`src/hw/nvsc_params.svh`:
```
`ifndef NVSC_PARAMS_SVH
`define NVSC_PARAMS_SVH

// Prefix addresses of every special sequence, low 14 bits.
`define NVSC_SEQ_A1          14'h0E38
`define NVSC_SEQ_A2          14'h31C7
`define NVSC_SEQ_A3          14'h03E0
`define NVSC_SEQ_A4          14'h3C1F
`define NVSC_SEQ_A5          14'h303F
// Sixth addresses that select the operation.
`define NVSC_SEQ_AUTO_OFF    14'h0B45
`define NVSC_SEQ_AUTO_ON     14'h0B46
`define NVSC_SEQ_RESTORE     14'h0C63
`define NVSC_SEQ_SAVE        14'h0FC0
// Bus timing in ns and derived cycles at 125 MHz.
`define NVSC_CLK_PERIOD_NS   8
`define NVSC_T_ACCESS_NS     35
`define NVSC_ACCESS_CYC      ((`NVSC_T_ACCESS_NS + `NVSC_CLK_PERIOD_NS - 1) / `NVSC_CLK_PERIOD_NS)
`define NVSC_T_GAP_NS        8
`define NVSC_GAP_CYC         ((`NVSC_T_GAP_NS + `NVSC_CLK_PERIOD_NS - 1) / `NVSC_CLK_PERIOD_NS)
// Post-busy guard time in ns, before the host resumes access.
`define NVSC_T_GUARD_NS      20000
`define NVSC_GUARD_CYC       ((`NVSC_T_GUARD_NS + `NVSC_CLK_PERIOD_NS - 1) / `NVSC_CLK_PERIOD_NS)

`endif

```
`src/hw/nvsc_pkg.sv`:
```
package nvsc_pkg;

   // Operations that a special sequence can request.
   typedef enum logic [1:0] {
      NVSC_OP_AUTO_OFF,
      NVSC_OP_AUTO_ON,
      NVSC_OP_SAVE,
      NVSC_OP_RESTORE
   } nvsc_op_t;

   // Strobes and address toward the memory; strobes are active low.
   typedef struct packed {
      logic        chip_sel_n;
      logic        out_en_n;
      logic        write_n;
      logic [14:0] address_lines;
   } nvsc_mem_bus_t;

endpackage : nvsc_pkg

```
`src/hw/nvsc_read_cycle.sv`:
```
`timescale 1ns/1ns
`include "nvsc_params.svh"

// Runs one framed read at the memory: strobe low for the access time, then a gap.
module nvsc_read_cycle
   import nvsc_pkg::*;
#(
   parameter int ACCESS_CYC = `NVSC_ACCESS_CYC,
   parameter int GAP_CYC    = `NVSC_GAP_CYC
) (
   // Clock and reset.
   input  wire logic          clk,
   input  wire logic          reset_n,
   // Request.
   input  wire logic          start,
   input  wire logic          use_oe,
   input  wire logic [14:0]   addr,
   // Result.
   output logic               done,
   output nvsc_mem_bus_t      mem_bus
);

   localparam int CW = 16;

   logic [CW-1:0] cnt_q;
   logic          act_q;
   logic          strobe_q;
   logic          use_oe_q;
   logic [14:0]   addr_q;
   logic          last;

   assign last = act_q && (cnt_q == CW'(ACCESS_CYC + GAP_CYC - 1));

   // Counts the strobe-low phase followed by the recovery gap.
   always_ff @(posedge clk or negedge reset_n) begin
      if (!reset_n) begin
         cnt_q    <= '0;
         act_q    <= 1'b0;
         strobe_q <= 1'b0;
         use_oe_q <= 1'b0;
         addr_q   <= 15'h0000;
      end else if (start && !act_q) begin
         cnt_q    <= '0;
         act_q    <= 1'b1;
         strobe_q <= 1'b1;
         use_oe_q <= use_oe;
         addr_q   <= addr;
      end else if (act_q) begin
         cnt_q    <= cnt_q + CW'(1);
         strobe_q <= (cnt_q < CW'(ACCESS_CYC - 1));
         act_q    <= !last;
      end
   end

   // Output enable always frames the read; with use_oe_q set chip select stays low, otherwise chip select pulses with it.
   assign done                  = last;
   assign mem_bus.write_n       = 1'b1;
   assign mem_bus.chip_sel_n    = use_oe_q ? 1'b0 : !strobe_q;
   assign mem_bus.out_en_n      = use_oe_q ? !strobe_q : !strobe_q;
   assign mem_bus.address_lines = addr_q;

endmodule : nvsc_read_cycle

```
`src/hw/nvsc_host_seq.sv`:
```
`timescale 1ns/1ns
`include "nvsc_params.svh"

module nvsc_host_seq
   import nvsc_pkg::*;
#(
   parameter int GUARD_CYC = `NVSC_GUARD_CYC
) (
   // Clock and reset.
   input  wire logic          clk,
   input  wire logic          reset_n,
   // Command port.
   input  wire logic          cmd_valid,
   input  wire nvsc_op_t      cmd_op,
   input  wire logic          cmd_use_oe,
   input  wire logic          cmd_addr_top,
   output logic               cmd_ready,
   output logic               cmd_done,
   // Memory pins.
   output nvsc_mem_bus_t      mem_bus,
   input  wire logic          save_busy_handshake_in,
   output logic               save_busy_handshake_out,
   output logic               save_busy_handshake_oe,
   // Supply state and status.
   input  wire logic          supply_low,
   output logic               auto_save_on,
   output logic               save_pending
);

   typedef enum logic [2:0] {
      ST_IDLE,
      ST_READ,
      ST_WAIT_BUSY,
      ST_GUARD,
      ST_DONE
   } nvsc_state_t;

   // Guard counter width; wide enough for the default guard time.
   localparam int GW = 24;

   // Sequencer registers and decode wires.
   nvsc_state_t   state_q, state_d;
   logic [2:0]    idx_q;
   nvsc_op_t      op_q;
   logic          use_oe_q;
   logic          top_q;
   logic [GW-1:0] guard_q;
   logic          auto_q;
   logic          pend_q;
   logic          rd_start;
   logic          rd_done;
   logic [13:0]   seq_addr;
   logic [13:0]   last_addr;
   logic          last_step;
   logic          needs_busy;
   logic          cmd_take;
   logic          op_is_auto;
   logic          save_refused;
   logic          busy_low;
   logic          guard_full;
   logic          seq_end;

   // The final address picks the operation.
   assign last_addr = (op_q == NVSC_OP_AUTO_OFF) ? `NVSC_SEQ_AUTO_OFF :
                      (op_q == NVSC_OP_AUTO_ON)  ? `NVSC_SEQ_AUTO_ON  :
                      (op_q == NVSC_OP_RESTORE)  ? `NVSC_SEQ_RESTORE  :
                                                   `NVSC_SEQ_SAVE;
   // Prefix addresses in their fixed order; the sixth slot carries the operation.
   assign seq_addr = (idx_q == 3'd0) ? `NVSC_SEQ_A1 :
                     (idx_q == 3'd1) ? `NVSC_SEQ_A2 :
                     (idx_q == 3'd2) ? `NVSC_SEQ_A3 :
                     (idx_q == 3'd3) ? `NVSC_SEQ_A4 :
                     (idx_q == 3'd4) ? `NVSC_SEQ_A5 : last_addr;

   // End of the sequence, and the operations that make the memory busy.
   assign last_step  = (idx_q == 3'd5);
   assign seq_end    = rd_done && last_step;
   assign needs_busy = (op_q == NVSC_OP_SAVE) || (op_q == NVSC_OP_RESTORE);
   assign op_is_auto = (op_q == NVSC_OP_AUTO_OFF) || (op_q == NVSC_OP_AUTO_ON);

   // Busy line level and guard completion; the memory holds the line low during a save.
   assign busy_low   = !save_busy_handshake_in;
   assign guard_full = (guard_q == GW'(GUARD_CYC));

   // Saves are refused while the supply is low; the memory would block them anyway.
   // A command is taken only from idle with the busy line released.
   assign save_refused = supply_low && (cmd_op == NVSC_OP_SAVE);
   assign cmd_ready    = (state_q == ST_IDLE) && !busy_low && !save_refused;
   assign cmd_take     = cmd_valid && cmd_ready;
   assign rd_start     = (state_q == ST_READ);
   assign cmd_done     = (state_q == ST_DONE);

   // The host never pulls the busy line; it only watches it.
   // The status outputs come straight from their registers.
   assign save_busy_handshake_out = 1'b0;
   assign save_busy_handshake_oe  = 1'b0;
   assign auto_save_on            = auto_q;
   assign save_pending            = pend_q;

   // Six reads issued back to back, nothing else in between. Each read is one full
   // strobe pulse and a recovery gap, so no other access can slip into the sequence
   // and make the memory abort it.
   nvsc_read_cycle u_rd (
      .clk     (clk),
      .reset_n (reset_n),
      .start   (rd_start),
      .use_oe  (use_oe_q),
      .addr    ({top_q, seq_addr}),
      .done    (rd_done),
      .mem_bus (mem_bus)
   );

   // Sequencer next state. Save and restore sequences wait in the guard state until
   // the busy line has stood high for the guard time, so that the memory is ready
   // again before the next command may start a read.
   always_comb begin
      state_d = state_q;
      case (state_q)
         ST_IDLE: begin
            if (cmd_take) state_d = ST_READ;
         end
         ST_READ: begin
            if (seq_end) state_d = needs_busy ? ST_WAIT_BUSY : ST_DONE;
         end
         ST_WAIT_BUSY: begin
            // The memory pulls the busy line low while the sixth read is still framed.
            state_d = ST_GUARD;
         end
         ST_GUARD: begin
            if (guard_full) state_d = ST_DONE;
         end
         ST_DONE: begin
            state_d = ST_IDLE;
         end
         default: begin
            state_d = ST_IDLE;
         end
      endcase
   end

   // State register and command capture; the command fields are held for the whole
   // sequence, so a change at the command port cannot alter a sequence midway.
   always_ff @(posedge clk or negedge reset_n) begin
      if (!reset_n) begin
         state_q  <= ST_IDLE;
         op_q     <= NVSC_OP_SAVE;
         use_oe_q <= 1'b0;
         top_q    <= 1'b0;
      end else begin
         state_q <= state_d;
         if (cmd_take) begin
            op_q     <= cmd_op;
            use_oe_q <= cmd_use_oe;
            top_q    <= cmd_addr_top;
         end
      end
   end

   // Step index through the six addresses; it returns to the first prefix address
   // whenever the sequencer leaves the read state.
   always_ff @(posedge clk or negedge reset_n) begin
      if (!reset_n) begin
         idx_q <= 3'd0;
      end else if (state_q != ST_READ) begin
         idx_q <= 3'd0;
      end else if (rd_done) begin
         idx_q <= idx_q + 3'd1;
      end
   end

   // Guard counter restarts while the busy line is low, so the guard time is
   // measured from the moment the memory releases the line.
   always_ff @(posedge clk or negedge reset_n) begin
      if (!reset_n) begin
         guard_q <= '0;
      end else if (state_q != ST_GUARD || busy_low) begin
         guard_q <= '0;
      end else if (!guard_full) begin
         guard_q <= guard_q + GW'(1);
      end
   end

   // Shadow of the automatic-save setting; it follows the last completed auto-off or auto-on command,
   // since the host cannot read the setting back from the memory.
   always_ff @(posedge clk or negedge reset_n) begin
      if (!reset_n) begin
         auto_q <= 1'b1;
      end else if (cmd_done && op_is_auto) begin
         auto_q <= (op_q == NVSC_OP_AUTO_ON);
      end
   end

   // A setting change leaves a manual save pending; without one the new setting is
   // lost at the next power-down. A completed save sequence clears it.
   always_ff @(posedge clk or negedge reset_n) begin
      if (!reset_n) begin
         pend_q <= 1'b0;
      end else if (cmd_done && op_is_auto) begin
         pend_q <= 1'b1;
      end else if (cmd_done && (op_q == NVSC_OP_SAVE)) begin
         pend_q <= 1'b0;
      end
   end

endmodule : nvsc_host_seq

```
`config.mk`:
```
export PLATFORM = sky130hd
export DESIGN_NAME = nvsc_host_seq
export DESIGN_NICKNAME = d
export VERILOG_FILES = /design/src/hw/nvsc_pkg.sv /design/src/hw/nvsc_read_cycle.sv /design/src/hw/nvsc_host_seq.sv
export VERILOG_INCLUDE_DIRS = /design/src /design/src/hw
export SDC_FILE = /design/constraint.sdc
export NUM_CORES = 1
export LEC_CHECK = 0
export ABC_CLOCK_PERIOD_IN_PS = 2800
export BUFFER_PORTS_ARGS = -buffer_cell sky130_fd_sc_hd__buf_2
export CAP_MARGIN = 10
export CORE_MARGIN = 4
export CORE_UTILIZATION = 56
export CTS_CLUSTER_DIAMETER = 80
export DETAILED_ROUTE_END_ITERATION = 7
export GPL_TIMING_DRIVEN = 1
export PLACE_DENSITY = 0.81
export SLEW_MARGIN = 5
export SYNTH_ARGS = -nofsm -noshare
export SYNTH_HDL_FRONTEND = slang
export SYNTH_SLANG_ARGS = --single-unit
export TNS_END_PERCENT = 1
```
`constraint.sdc`:
```
create_clock -name clk -period 2.8 [get_ports clk]
set_input_delay 0.56 -clock clk [delete_from_list [all_inputs] [get_ports clk]]
set_output_delay 0.56 -clock clk [all_outputs]
set_load 0.01 [all_outputs]
```
==> summary.md <==
| Metric | Value |
|---|---|
| Dominant synthesized flop cell | dfrtp_1 |
| Routed length on met3 | 449 um |
| Ys Warns | 0 |
| Type of the tightest min-delay check | in -> async |
| Share of synthesized area occupied by flip-flops and latches | 0.449 |
| H-tree levels | 3 |
| Worst setup path category | reg -> reg |
| Start of the worst register-to-register path | u_rd.cnt_q[3] |
| Placed cells | 507 |
| Final std cells w/o fill | 523 |
| DRC violations left | 0 |
| Count of final setup violators | 0 |
| Maximum number of pins on one net before global-route repair | 38 |
| Period utilization | 0.806 |
| Number of instances in the synthesized netlist | 421 |
| Via-per-instance ratio | 6.23 |
| Iter 0 DRT Violations | 234 |
| Final max-slew violation count | 0 |
| Proportion of layout cells with a drive suffix above 1 | 0.123 |
| CP required | 3010 ps |
| Transition time of the tightest slew-check pin | 854 ps |
| Io pins | 33 |
| Number of buffers added by the clock tree synthesis step | 9 |
| Worst Setup Start Kind | flip-flop |
| Most common cell in the synthesized netlist | dfrtp_1 |
| CTS root buffer | clkbuf_8 |
| Multi-input gate area in the final layout | 1880 um^2 |
| Signal arrival time at the worst endpoint | 2470 ps |
| Flops & latches, synth | 68 |
| EDFF count, synth | 0 |
| Final setup skew | 6.10 ps |
| Syn Area/Cell | 9.02 um^2 |
| Async set-reset flop share out of synthesis | 1.00 |
| Number of detailed-routing iterations run before antenna repair | 4 |
| Initial antenna violation count | 0 |
| Setup total negative slack | 0 ps |
| TritonCTS clock tree | done |
| Overall power consumption | 0.00302 W |
| Vias after detailed routing | 3256 |
| Total die area | 8160 um^2 |
| Clock latency reported for the late side of the worst-skew pair | 340 ps |
| Library cell occupying the most area in the post-synthesis netlist | dfrtp_1 |
| Sum of met2 wire segment lengths after detailed routing | 3960 um |
| Die Y-Extent | 90.3 um |
| Weighted congestion at the end of routability-driven global placement | 0.892 |
| DPL Wire Length | 5830 um |
| Max-cap violations | 0 |
| Fill count | 536 |
| Tightest slew margin relative to the limit | 0.429 |
| Average detailed-routed wire length per instance | 15.9 um |
| Smallest hold slack | 315 ps |
| Global-route wire length before repair | 14300 um |
| Share of the synthesized area in the top cell type | 0.435 |
| Status | complete, no violations |
| R2r endpoint | state_q[2] |
| Cell types with the highest counts after synthesis | dfrtp_1 (66), nand2_1 (44), nor2_1 (31) |
| Antenna cell count | 0 |
| Total Nets Final | 465 |
| Number of buffer cells added on primary ports | 29 |
| RSZ-0062 raised after global routing | false |
| Depth of the most critical reg-to-reg path | 4 |
| Post-route setup slack | 544 ps |
| FF-to-FF setup slack | 540 ps |
| Core Region | 6460 um^2 |
| Highest routed metal layer | met4 |
| Hold buffer count at cts | 0 |
| Remaining Overflow, GRT | 0 |
| Effective utilization at floorplan | 0.588 |
| Floorplan die width | 90.3 um |
| Minimum setup slack after placement | 591 ps |
| Main area contributors after synthesis | dfrtp_1 (44%), ha_1 (4.9%), nand2_1 (4.4%) |
| Metal1 wirelength | 3740 um |
| Clk buf depth | 2 |
| Number of sinks on the clock net | 68 |
| Post-cts repair resize count | 0 |
| Register Area | 1700 um^2 |
| Routed Wire Length | 8310 um |
| Post-synthesis cell type count | 57 |
| Growth of design area from synthesis to finish | 8.40% |
| Max FO, Critical Path | 8 |
| Clock-pin transition on the worst setup and hold timing paths | 70 ps |
| Standard-cell rows | 29 |
| Count of final hold-check violations | 0 |
| Endpoint class of the critical path | flip-flop |
| Power density of the placed cells | 734 nW/um^2 |
| Number of global-route vias before repair | 3066 |
| Post-CTS Setup Bufs | 0 |
| GRT Resource Usage Total | 0.212 |
| Achievable clock frequency | 0.443 GHz |
| VDD IR-drop max | 592 uV |
| Total standard cell area after synthesis | 3800 um^2 |
| Standby leakage power | 1.74 nW |
| Shortest period the worst path allows | 2260 ps |
| Final ANT Viol Nets | 0 |
## power breakdown
group / switching (W) / leakage [nW] / internal (W)
Combinational: 0.000578 / 0.768 / 0.000399
Clock: 0.000358 / 0.0844 / 0.000345
Sequential: 0.000181 / 0.885 / 0.00116
Total: 0.00112 / 1.74 / 0.00190
## flip-flops by register name (all words and copies together), names as in the netlist
name           count
auto_save_on       1
top_q              1
save_pending       1
u_rd.use_oe_q      1
u_rd.cnt_q        16
u_rd.addr_q       13
idx_q              3
state_q            3
op_q               2
use_oe_q           1
u_rd.act_q         1
u_rd.strobe_q      1
guard_q           24
## worst max-delay path, cell delays in order (launching register included)
cell and delay [ps]:
dfrtp_1 450, nor4_1 320, nand4_1 370, or4_1 570, a2111oi_1 420
## final cells by class
cell class / count / area share
Tap cell: 77 / 0.0234
Sequential cell: 68 / 0.414
Multi-Input combinational cell: 305 / 0.457
Clock inverter: 2 / 0.00243
Inverter: 22 / 0.0201
Clock buffer: 14 / 0.0371
Timing Repair Buffer: 35 / 0.0462
## routing by layer
layer,global-route usage,vias to the layer above
met5,0,-
li1,-,1561
met3,0.0358,17
met2,0.348,106
met4,0.0829,0
met1,0.282,1572
## per-stage QoR
step / area [um^2] / utilization
2_1_floorplan: 3800 / -
3_3_place_gp: 3950 / 0.612
3_5_place_dp: 3950 / 0.612
4_1_cts: 4120 / 0.637
5_1_grt: 4120 / 0.637
6_report: 4120 / 0.637
## cells by family (layout without fill, tap and decap cells)
kind of cell / count (synthesis) / count (layout) / share of synthesized area
compound gates: 102 / 102 / 0.168
flops: 68 / 68 / 0.449
buf+inv: 49 / 73 / 0.0570
xor+xnor: 9 / 9 / 0.0208
other cells: 2 / 3 / 0.00198
fa+ha+maj: 15 / 15 / 0.0494
simple gates: 170 / 170 / 0.236
mux: 6 / 6 / 0.0171
## placed cells by master, fill, tap and decap left out, drive strengths merged, types with 9 or more instances in the layout
cell type and instances:
nor2 31, ha 15, buf 35, a21oi 27, clkbuf 14, nand3 21
o31ai 9, nand4 13, o21ai 30, or4 12, nand2 44, or3 10
inv 21, dfrtp 66
## worst max path at each step
stage	startpoint	endpoint	slack, ps	cells after the start
after CTS	guard_q[1]	guard_q[22]	570	5
after global routing	u_rd.cnt_q[3]	state_q[2]	310	4
final	u_rd.cnt_q[3]	state_q[2]	540	4
after detailed placement	guard_q[1]	guard_q[20]	590	5
after floorplan	guard_q[1]	guard_q[18]	760	6
after global placement	state_q[1]	u_rd.addr_q[4]	660	4
Power figures use the tool's default switching activity.
